File: config.mk
export PLATFORM = sky130hd
export DESIGN_NAME = spcm_top
export DESIGN_NICKNAME = d
export VERILOG_FILES = /design/src/verilog/spcm_top.v
export VERILOG_INCLUDE_DIRS = /design/src /design/src/verilog
export SDC_FILE = /design/constraint.sdc
export NUM_CORES = 1
export LEC_CHECK = 0
export ABC_AREA = 0
export BUFFER_PORTS_ARGS = -buffer_cell sky130_fd_sc_hd__buf_2
export CORE_UTILIZATION = 54
export CTS_CLUSTER_SIZE = 25
export DETAILED_ROUTE_END_ITERATION = 8
export HOLD_SLACK_MARGIN = 0.06
export PLACE_DENSITY = 0.79
export SETUP_SLACK_MARGIN = 0.2
export SYNTH_ARGS = -nofsm -noshare
export SYNTH_HDL_FRONTEND = slang
export SYNTH_SLANG_ARGS = --single-unit
File: constraint.sdc
create_clock -name aclk -period 2.1 [get_ports aclk]
set_input_delay 0.21 -clock aclk [delete_from_list [all_inputs] [get_ports aclk]]
set_output_delay 0.21 -clock aclk [all_outputs]
set_load 0.02 [all_outputs]
File: src/verilog/spcm_map.vh
// register offsets, field positions and reset values of the serial port control block
`ifndef SPCM_MAP_VH
`define SPCM_MAP_VH

`define SPCM_OFF_CMD        8'h00
`define SPCM_OFF_MODE       8'h04
`define SPCM_OFF_STATUS     8'h08
`define SPCM_OFF_TXHOLD     8'h0c
`define SPCM_OFF_WPROT      8'h10
`define SPCM_OFF_ERRINJ     8'h14

`define SPCM_CMD_RXRST      2
`define SPCM_CMD_TXRST      3
`define SPCM_CMD_RXON       4
`define SPCM_CMD_RXOFF      5
`define SPCM_CMD_TXON       6
`define SPCM_CMD_TXOFF      7
`define SPCM_CMD_STCLR      8
`define SPCM_CMD_BRKSTART   9
`define SPCM_CMD_BRKSTOP    10
`define SPCM_CMD_TOSTART    11
`define SPCM_CMD_SENDADDR   12
`define SPCM_CMD_NACKCLR    14
`define SPCM_CMD_TOREARM    15
`define SPCM_CMD_REQASSERT  18
`define SPCM_CMD_REQDEASSERT 19
`define SPCM_CMD_LINABORT   20
`define SPCM_CMD_LINWAKE    21

`define SPCM_MODE_MASK      32'h001fffff
`define SPCM_MODE_RESET     32'h00000000
`define SPCM_MODE_SPI_M     4'he
`define SPCM_MODE_SPI_S     4'hf
`define SPCM_CLKSRC_EXT     2'h3

`define SPCM_GUARD_MIN_BITS 8'h0c
`define SPCM_TO_RELOAD      16'h0100

`endif

File: src/verilog/spcm_top.v
// serial port command strobes, mode register and derived line controls
// Function
// wakeup command starts lin wakeup
// abort command ends lin transmission
// deassert raises rts or releases select
// assert lowers rts or forces select
// rearm reloads timeout, clears timeout flag
// start timeout waits next char, clears flag
// send address marks next held char
// stop break then guard ones
// start break after transmit drains
// status clear wipes error flags
// enable only without simultaneous disable
// reset commands reset tx or rx
// mode writes blocked under protection
// flag_a inhibit and flag_a clear
// oversampling 16 or 8
// clock pin driven unless external
// character length 5 to 9
// bit order or clock idle level
// channel loop selection
// stop bits, reserved codes flagged
// parity selection decoded
// async/sync or spi phase
`timescale 1ns/1ps
`include "spcm_map.vh"

module spcm_top (
    input  wire        aclk,
    input  wire        aresetn,
    input  wire [7:0]  s_axi_awaddr,
    input  wire        s_axi_awvalid,
    output reg         s_axi_awready,
    input  wire [31:0] s_axi_wdata,
    input  wire [3:0]  s_axi_wstrb,
    input  wire        s_axi_wvalid,
    output reg         s_axi_wready,
    output reg  [1:0]  s_axi_bresp,
    output reg         s_axi_bvalid,
    input  wire        s_axi_bready,
    input  wire [7:0]  s_axi_araddr,
    input  wire        s_axi_arvalid,
    output reg         s_axi_arready,
    output reg  [31:0] s_axi_rdata,
    output reg  [1:0]  s_axi_rresp,
    output reg         s_axi_rvalid,
    input  wire        s_axi_rready,
    input  wire        rx_char_done,
    input  wire        tx_drained,
    input  wire        tx_bit_tick,
    input  wire        flag_a_seen,
    input  wire        timeout_tick,
    output reg         tx_enabled_q,
    output reg         rx_enabled_q,
    output reg         tx_reset_q,
    output reg         rx_reset_q,
    output reg         lin_wakeup_q,
    output reg         lin_abort_q,
    output reg         rts_q,
    output reg         break_active_q,
    output reg         guard_active_q,
    output reg         addr_mark_q,
    output reg         tx_load_q,
    output reg  [8:0]  tx_char_q,
    output reg         clk_pin_oe_q,
    output reg         clk_idle_q,
    output reg         msb_first_q,
    output reg         over8_q,
    output reg  [3:0]  char_bits_q,
    output reg  [1:0]  loop_mode_q,
    output reg  [1:0]  stop_code_q,
    output reg         stop_reserved_q,
    output reg  [2:0]  parity_mode_q,
    output reg         sync_or_phase_q,
    output reg         flag_a_enable_q
);

    // parity_mode_q: 0 even,1 odd,2 space,3 mark,4 none,5 multidrop
    reg  [31:0] mode_q;
    reg         write_protect_on_q;
    reg  [7:0]  err_q;
    reg         timeout_flag_q;
    reg         flag_a_flag_q;
    reg         to_run_q;
    reg         to_wait_q;
    reg  [15:0] to_cnt_q;
    reg         send_address_q;
    reg         brk_pend_q;
    reg  [7:0]  guard_cnt_q;
    reg  [7:0]  timeguard_length_q;
    reg  [7:0]  awaddr_q;
    reg  [31:0] wdata_q;
    reg  [3:0]  wstrb_q;
    reg         aw_have_q;
    reg         w_have_q;

    function is_spi;
        input [3:0] m;
        begin
            is_spi = (m == `SPCM_MODE_SPI_M) || (m == `SPCM_MODE_SPI_S);
        end
    endfunction

    wire        wr_go  = aw_have_q && w_have_q && !s_axi_bvalid;
    // exact match: an unaligned command write is refused and must do nothing
    wire        wr_cmd = wr_go && (awaddr_q == `SPCM_OFF_CMD);
    wire [31:0] cmd    = wr_cmd ? wdata_q : 32'h00000000;
    wire        spi    = is_spi(mode_q[3:0]);
    wire        spi_m  = (mode_q[3:0] == `SPCM_MODE_SPI_M);

    // axi write side: address and data taken in either order
    always @(posedge aclk) begin
        if (!aresetn) begin
            s_axi_awready <= 1'b0;
            s_axi_wready  <= 1'b0;
            s_axi_bvalid  <= 1'b0;
            s_axi_bresp   <= 2'h0;
            aw_have_q     <= 1'b0;
            w_have_q      <= 1'b0;
            awaddr_q      <= 8'h00;
            wdata_q       <= 32'h00000000;
            wstrb_q       <= 4'h0;
        end else begin
            s_axi_awready <= !aw_have_q && !s_axi_awready && s_axi_awvalid;
            s_axi_wready  <= !w_have_q && !s_axi_wready && s_axi_wvalid;
            if (s_axi_awvalid && s_axi_awready) begin
                aw_have_q <= 1'b1;
                awaddr_q  <= s_axi_awaddr;
            end
            if (s_axi_wvalid && s_axi_wready) begin
                w_have_q <= 1'b1;
                wdata_q  <= s_axi_wdata;
                wstrb_q  <= s_axi_wstrb;
            end
            if (wr_go) begin
                aw_have_q    <= 1'b0;
                w_have_q     <= 1'b0;
                s_axi_bvalid <= 1'b1;
                // unmapped offsets and protected mode writes answer slverr
                if (awaddr_q > `SPCM_OFF_ERRINJ || awaddr_q[1:0] != 2'h0 ||
                    (awaddr_q == `SPCM_OFF_MODE && write_protect_on_q))
                    s_axi_bresp <= 2'h2;
                else
                    s_axi_bresp <= 2'h0;
            end else if (s_axi_bvalid && s_axi_bready) begin
                s_axi_bvalid <= 1'b0;
            end
        end
    end

    // axi read side
    always @(posedge aclk) begin
        if (!aresetn) begin
            s_axi_arready <= 1'b0;
            s_axi_rvalid  <= 1'b0;
            s_axi_rdata   <= 32'h00000000;
            s_axi_rresp   <= 2'h0;
        end else begin
            s_axi_arready <= !s_axi_arready && !s_axi_rvalid && s_axi_arvalid;
            if (s_axi_arvalid && s_axi_arready) begin
                s_axi_rvalid <= 1'b1;
                s_axi_rresp  <= 2'h0;
                case (s_axi_araddr)
                    `SPCM_OFF_CMD:    s_axi_rdata <= 32'h00000000;
                    `SPCM_OFF_MODE:   s_axi_rdata <= mode_q;
                    `SPCM_OFF_STATUS: s_axi_rdata <= {16'h0000, tx_enabled_q,
                        rx_enabled_q, break_active_q, guard_active_q, timeout_flag_q,
                        flag_a_flag_q, to_run_q, to_wait_q, err_q};
                    `SPCM_OFF_TXHOLD: s_axi_rdata <= 32'h00000000;
                    `SPCM_OFF_WPROT:  s_axi_rdata <= {24'h000000, timeguard_length_q[6:0],
                        write_protect_on_q};
                    `SPCM_OFF_ERRINJ: s_axi_rdata <= 32'h00000000;
                    default: begin
                        s_axi_rdata <= 32'h00000000;
                        s_axi_rresp <= 2'h2;
                    end
                endcase
            end else if (s_axi_rvalid && s_axi_rready) begin
                s_axi_rvalid <= 1'b0;
            end
        end
    end

    // mode register, protection and timeguard
    always @(posedge aclk) begin
        if (!aresetn) begin
            mode_q             <= `SPCM_MODE_RESET;
            write_protect_on_q <= 1'b0;
            timeguard_length_q <= 8'h00;
        end else if (wr_go && wstrb_q == 4'hf) begin
            if (awaddr_q == `SPCM_OFF_MODE && !write_protect_on_q)
                mode_q <= wdata_q & `SPCM_MODE_MASK;
            if (awaddr_q == `SPCM_OFF_WPROT) begin
                write_protect_on_q <= wdata_q[0];
                timeguard_length_q <= {1'b0, wdata_q[7:1]};
            end
        end
    end

    // enables, resets and one-cycle command pulses
    always @(posedge aclk) begin
        if (!aresetn) begin
            tx_enabled_q <= 1'b0;
            rx_enabled_q <= 1'b0;
            tx_reset_q   <= 1'b0;
            rx_reset_q   <= 1'b0;
            lin_wakeup_q <= 1'b0;
            lin_abort_q  <= 1'b0;
            rts_q        <= 1'b1;
        end else begin
            if (cmd[`SPCM_CMD_TXOFF])
                tx_enabled_q <= 1'b0;
            else if (cmd[`SPCM_CMD_TXON])
                tx_enabled_q <= 1'b1;
            if (cmd[`SPCM_CMD_RXOFF])
                rx_enabled_q <= 1'b0;
            else if (cmd[`SPCM_CMD_RXON])
                rx_enabled_q <= 1'b1;
            tx_reset_q   <= cmd[`SPCM_CMD_TXRST];
            rx_reset_q   <= cmd[`SPCM_CMD_RXRST];
            lin_wakeup_q <= cmd[`SPCM_CMD_LINWAKE];
            lin_abort_q  <= cmd[`SPCM_CMD_LINABORT];
            // deassert wins if both bits land together
            if (cmd[`SPCM_CMD_REQDEASSERT])
                rts_q <= 1'b1;
            else if (cmd[`SPCM_CMD_REQASSERT])
                rts_q <= 1'b0;
        end
    end

    // error flags: err_q injected through a test register, flag_a from flag_a_seen, set wins over clear
    always @(posedge aclk) begin
        if (!aresetn) begin
            err_q       <= 8'h00;
            flag_a_flag_q <= 1'b0;
        end else begin
            err_q <= (cmd[`SPCM_CMD_STCLR] ? 8'h00 : err_q) |
                ((wr_go && awaddr_q == `SPCM_OFF_ERRINJ) ? wdata_q[7:0] : 8'h00);
            if (flag_a_seen && flag_a_enable_q)
                flag_a_flag_q <= 1'b1;
            else if (cmd[`SPCM_CMD_NACKCLR])
                flag_a_flag_q <= 1'b0;
        end
    end

    // receiver timeout: counts timeout_tick pulses
    always @(posedge aclk) begin
        if (!aresetn) begin
            to_cnt_q       <= 16'h0000;
            to_run_q       <= 1'b0;
            to_wait_q      <= 1'b0;
            timeout_flag_q <= 1'b0;
        end else if (cmd[`SPCM_CMD_TOREARM]) begin
            to_cnt_q       <= `SPCM_TO_RELOAD;
            to_run_q       <= 1'b1;
            to_wait_q      <= 1'b0;
            timeout_flag_q <= 1'b0;
        end else if (cmd[`SPCM_CMD_TOSTART]) begin
            to_run_q       <= 1'b0;
            to_wait_q      <= 1'b1;
            timeout_flag_q <= 1'b0;
        end else begin
            if (to_wait_q && rx_char_done) begin
                to_wait_q <= 1'b0;
                to_run_q  <= 1'b1;
                to_cnt_q  <= `SPCM_TO_RELOAD;
            end else if (to_run_q && timeout_tick) begin
                if (to_cnt_q == 16'h0001) begin
                    to_run_q       <= 1'b0;
                    timeout_flag_q <= 1'b1;
                end
                to_cnt_q <= to_cnt_q - 16'h0001;
            end
        end
    end

    // break sequencing and address marking of the next held character
    always @(posedge aclk) begin
        if (!aresetn) begin
            brk_pend_q     <= 1'b0;
            break_active_q <= 1'b0;
            guard_active_q <= 1'b0;
            guard_cnt_q    <= 8'h00;
            send_address_q <= 1'b0;
            addr_mark_q    <= 1'b0;
            tx_load_q      <= 1'b0;
            tx_char_q      <= 9'h000;
        end else begin
            if (cmd[`SPCM_CMD_BRKSTART] && !break_active_q)
                brk_pend_q <= 1'b1;
            if (brk_pend_q && tx_drained && !break_active_q) begin
                brk_pend_q     <= 1'b0;
                break_active_q <= 1'b1;
            end
            if (cmd[`SPCM_CMD_BRKSTOP] && break_active_q) begin
                break_active_q <= 1'b0;
                guard_active_q <= 1'b1;
                // guard lasts the longer of timeguard and the minimum bits
                guard_cnt_q <= (timeguard_length_q > `SPCM_GUARD_MIN_BITS) ?
                    timeguard_length_q : `SPCM_GUARD_MIN_BITS;
            end else if (guard_active_q && tx_bit_tick) begin
                if (guard_cnt_q == 8'h01)
                    guard_active_q <= 1'b0;
                guard_cnt_q <= guard_cnt_q - 8'h01;
            end
            tx_load_q <= wr_go && awaddr_q == `SPCM_OFF_TXHOLD;
            if (wr_go && awaddr_q == `SPCM_OFF_TXHOLD) begin
                tx_char_q      <= wdata_q[8:0];
                addr_mark_q    <= send_address_q && parity_mode_q == 3'h5;
                send_address_q <= 1'b0;
            end else if (cmd[`SPCM_CMD_SENDADDR]) begin
                send_address_q <= 1'b1;
            end
        end
    end

    // mode register decode into registered line controls
    always @(posedge aclk) begin
        if (!aresetn) begin
            clk_pin_oe_q    <= 1'b0;
            clk_idle_q      <= 1'b0;
            msb_first_q     <= 1'b0;
            over8_q         <= 1'b0;
            char_bits_q     <= 4'h5;
            loop_mode_q     <= 2'h0;
            stop_code_q     <= 2'h0;
            stop_reserved_q <= 1'b0;
            parity_mode_q   <= 3'h0;
            sync_or_phase_q <= 1'b0;
            flag_a_enable_q   <= 1'b1;
        end else begin
            flag_a_enable_q <= !mode_q[20];
            over8_q       <= mode_q[19];
            clk_pin_oe_q  <= mode_q[18] && mode_q[5:4] != `SPCM_CLKSRC_EXT;
            char_bits_q   <= mode_q[17] ? 4'h9 : {2'h0, mode_q[7:6]} + 4'h5;
            msb_first_q   <= !spi && mode_q[16];
            clk_idle_q    <= spi && mode_q[16];
            loop_mode_q   <= mode_q[15:14];
            stop_code_q   <= mode_q[13:12];
            stop_reserved_q <= (mode_q[13:12] == 2'h3) ||
                (mode_q[13:12] == 2'h1 && mode_q[8] && !spi);
            case (mode_q[11:9])
                3'h0, 3'h1, 3'h2, 3'h3: parity_mode_q <= {1'b0, mode_q[10:9]};
                3'h4, 3'h5: parity_mode_q <= 3'h4;
                default: parity_mode_q <= 3'h5;
            endcase
            sync_or_phase_q <= mode_q[8];
        end
    end

    // select and rts share one pin, so spi master needs no separate path
    wire unused_ok = spi_m;

endmodule

==> results by group <==
Layout
  – Count of fill cells added during filler insertion: 869
  – Fraction of layout instances using a drive strength above 1: 22.67%
  – Post-Layout Inst Area: 8563 um^2
  – Total inserted antenna cells: 0
  – Most frequent cells in the layout: 165 x sky130_fd_sc_hd__dfxtp_1, 119 x sky130_fd_sc_hd__buf_2, 95 x sky130_fd_sc_hd__nand2_1
  – Area Overhead vs Synth: 28.77%
  – Most common cell after layout, fill and taps aside: sky130_fd_sc_hd__dfxtp_1
  – Fin nets: 969

Drt
  – Per-cell routed wire length: 17.39 um
  – DR pass1 iterations: 6
  – Avg Vias per Cell: 5.793
  – Final routed DRC violation total: 0
  – Number of violations reported at the end of detailed-routing iteration 0: 524
  – Post-DRT Antenna Nets: 0
  – Vias after detailed routing: 6141
  – Total wire length after detailed routing: 18.43 mm

Placement
  – Sum of net half-perimeters after detailed placement: 12.02 mm
  – Port bufs: 119
  – Standard cell area after detailed placement: 7405 um^2
  – Global placement routability congestion: 0.8326
  – Minimum setup slack after placement: -0.01272 ns

Pwr
  – Switching portion of total power: 22.17%
  – Internal power contribution: 5285 uW
  – Static leakage power: 0.003513 uW
  – Combinational cell fraction of total power: 5.1%
  – Clock power frac: 46.6%
  – Part of the power in registers: 48.4%
  – Max IR drop VDD: 0.0004788 V
  – Pwr per Cell Area: 792.9 nW/um^2
  – Sw Pwr: 1505 uW

GRT
  – Aggregate global-route resource usage: 28.86%
  – Number of global-route vias before repair: 5683
  – Number of antenna violations at the first check in global routing: 0
  – Global-route wire length before repair: 28.79 mm
  – Maximum number of pins on one net before global-route repair: 83
  – GRT Residual Overflow: 0

Synth
  – Netlist area before placement: 6650 um^2
  – Number of flops mapped to enable cells by yosys: 0
  – Number of synthesized register bits: 169
  – Count of distinct cell types in the synthesized netlist: 52
  – Async S/R FF share, synth: 0%
  – Synthesized area per cell: 9.060 um^2
  – Yosys synthesis warning count: 0
  – Flip-flop cell with the highest count after synthesis: sky130_fd_sc_hd__dfxtp_1
  – Cells after Synth: 734
  – Seq/Total Area, Yosys: 50.87%

STA
  – Number of setup violations in the final report: 0
  – Hold violation count in the final report: 0
  – Final Cycle Share: 92.27%
  – Setup repair after global routing missed its margin: yes
  – Max Slew Vio Count: 0
  – Slew at the pin with the worst max-slew slack: 0.6969 ns
  – Min Clock Period, post-route: 1.938 ns
  – Final setup skew: 0.008452 ns
  – Least setup slack across all paths after layout: 0.1623 ns
  – Relative slew slack: 53.43%
  – Highest achievable clock rate: 516.1 MHz

Setup path
  – Kind of end point of the critical path: register
  – Worst endpoint required time: 2.46 ns
  – Worst Path Class, Setup: register to register
  – Startpoint class of the critical path: register
  – Maximum fanout along the worst path: 5
  – Arrival time worst endpoint: 2.30 ns

Clock tree
  – CTS clock-pin slew for the worst setup and hold paths: 0.06 ns
  – Root buffer cell: sky130_fd_sc_hd__clkbuf_16
  – H-Tree Depth: 4
  – Clock net sink count: 169
  – Clock buffer depth: 2
  – CTS buffer count: 17
  – Clock Latency Late Sink: 0.43 ns
  – TritonCTS clock tree: done

Floorplanning
  – Core footprint: 12010 um^2
  – I/O pin count: 143
  – Standard-cell row count: 40
  – Die height: 113.0 um
  – Chip Width: 113.0 um
  – Initial core utilization: 55.36%
  – Full die area: 12760 um^2

Job
  – Maxcap violations: 0

Outcome
  – Outcome: completed

Min path
  – Worst min-delay path category: input pin to register
-- synthesized netlist by cell type (4+ instances only) --
cell | number | area, um^2
sky130_fd_sc_hd__dfxtp_1 | 169 | 3383
sky130_fd_sc_hd__nand2_1 | 96 | 360.4
sky130_fd_sc_hd__nor2_1 | 88 | 330.3
sky130_fd_sc_hd__a21oi_1 | 65 | 325.3
sky130_fd_sc_hd__mux2i_1 | 39 | 390.4
sky130_fd_sc_hd__clkbuf_1 | 34 | 127.6
sky130_fd_sc_hd__nand3_1 | 22 | 110.1
sky130_fd_sc_hd__a22oi_1 | 18 | 135.1
sky130_fd_sc_hd__o21ai_0 | 18 | 90.09
sky130_fd_sc_hd__buf_4 | 15 | 112.6
sky130_fd_sc_hd__nor3_1 | 14 | 70.07
sky130_fd_sc_hd__and2_1 | 13 | 81.33
sky130_fd_sc_hd__xnor2_1 | 13 | 113.9
sky130_fd_sc_hd__inv_1 | 11 | 41.29
sky130_fd_sc_hd__a221oi_1 | 9 | 78.83
sky130_fd_sc_hd__a22o_1 | 9 | 78.83
sky130_fd_sc_hd__a211oi_1 | 8 | 60.06
sky130_fd_sc_hd__o2bb2ai_1 | 8 | 70.07
sky130_fd_sc_hd__nor4b_1 | 7 | 61.31
sky130_fd_sc_hd__and3_1 | 6 | 37.54
sky130_fd_sc_hd__or3_1 | 6 | 37.54
sky130_fd_sc_hd__ha_1 | 5 | 62.56
sky130_fd_sc_hd__nand2b_1 | 5 | 31.28
sky130_fd_sc_hd__nor4_1 | 5 | 31.28
sky130_fd_sc_hd__and4b_1 | 4 | 40.04
sky130_fd_sc_hd__nand3b_1 | 4 | 30.03
sky130_fd_sc_hd__nor3b_1 | 4 | 30.03
sky130_fd_sc_hd__xor2_1 | 4 | 35.03
-- state kept, by name (all words and copies together) (netlist names), 3 cells and up --
signal	flops
char_bits_q	4
mode_q	21
awaddr_q	8
wstrb_q	4
tx_char_q	9
err_q	8
guard_cnt_q	8
timeguard_length_q	7
s_axi_rdata	21
wdata_q	22
parity_mode_q	3
to_cnt_q	16
-- metal layers --
metal  track usage (%)  vias up  wire length [um]
li1                  -     2870                 -
met4             10.96        0               412
met2             48.64      281              9111
met3             5.517       39              1248
met5                 0        -                 0
met1             36.83     2951              7656
-- layout make-up --
cell class                      count  area (um^2)  share of cell area (%)
Tap cell                          147        183.9                   2.148
Timing Repair Buffer              190         1271                   14.85
Multi-Input combinational cell    511         3083                   36.00
Sequential cell                   169         3388                   39.57
Inverter                           11        41.29                  0.4822
Clock inverter                     12        148.9                   1.739
Clock buffer                       20        446.7                   5.216
-- stage by stage --
| step | TNS, ns | power, uW | hold WS [ns] | util [%] | instances |
|---|---|---|---|---|---|
| after floorplan | 0 | 3516 | 0.3283 | - | 746 |
| after global placement | 0 | 3616 | 0.4231 | 61.65 | 980 |
| after detailed placement | -0.02168 | 3627 | 0.4419 | 61.65 | 980 |
| after CTS | 0 | 6783 | 0.06074 | 69.98 | 1051 |
| after global routing | 0 | 6984 | 0.08004 | 71.29 | 1060 |
| final | 0 | 6790 | 0.06720 | 71.29 | 1060 |
-- worst max-delay path, cell delays in order, from the launching register on --
cell	delay, ns
sky130_fd_sc_hd__dfxtp_2	0.34
sky130_fd_sc_hd__or4_4	0.58
sky130_fd_sc_hd__nor4_4	0.34
sky130_fd_sc_hd__nand3_1	0.13
sky130_fd_sc_hd__or3_4	0.35
sky130_fd_sc_hd__a21oi_2	0.14
-- kinds of logic (layout without fill, tap and decap cells) --
group | Yosys count | count (layout) | share of synthesized area (%)
AND/OR/NAND/NOR | 290 | 290 | 21.26
flip-flops | 169 | 169 | 50.87
AO/OA/AOI/OAI | 147 | 147 | 14.02
buffers and inverters | 66 | 233 | 4.741
multiplexers | 39 | 39 | 5.870
XOR/XNOR | 17 | 17 | 2.239
adder cells (fa/ha/maj) | 5 | 5 | 0.9407
other | 1 | 13 | 0.05639
-- power by group through the flow --
| stage | registers (uW) | clock network, uW | logic, uW |
|---|---|---|---|
| final | 3280 | 3160 | 343 |
| after global placement | 3350 | 0 | 268 |
| after CTS | 3280 | 3170 | 331 |
| after global routing | 3290 | 3330 | 371 |
| after detailed placement | 3350 | 0 | 276 |
| after floorplan | 3350 | 0 | 163 |
-- repair_timing --
item                       in CTS  in global routing
resized for setup               4                 18
pin swaps                       2                  6
setup buffers                   2                  8
setup endpoints to repair      41                 48
hold buffers                   37                  0
gates cloned                    0                  1
hold endpoints to repair       38                  0
-- final timing paths --
| check | from | endpoint | slack, ns | cells after the start |
|---|---|---|---|---|
| setup / recovery | to_cnt_q[5] | to_cnt_q[11] | 0.16 | 5 |
| hold reg to reg | s_axi_rvalid | s_axi_arready | 0.45 | 1 |
| setup reg to reg | to_cnt_q[5] | to_cnt_q[11] | 0.16 | 5 |
| hold / removal | s_axi_wdata[18] | wdata_q[18] | 0.07 | 3 |
(Power assumes the default switching activity.)
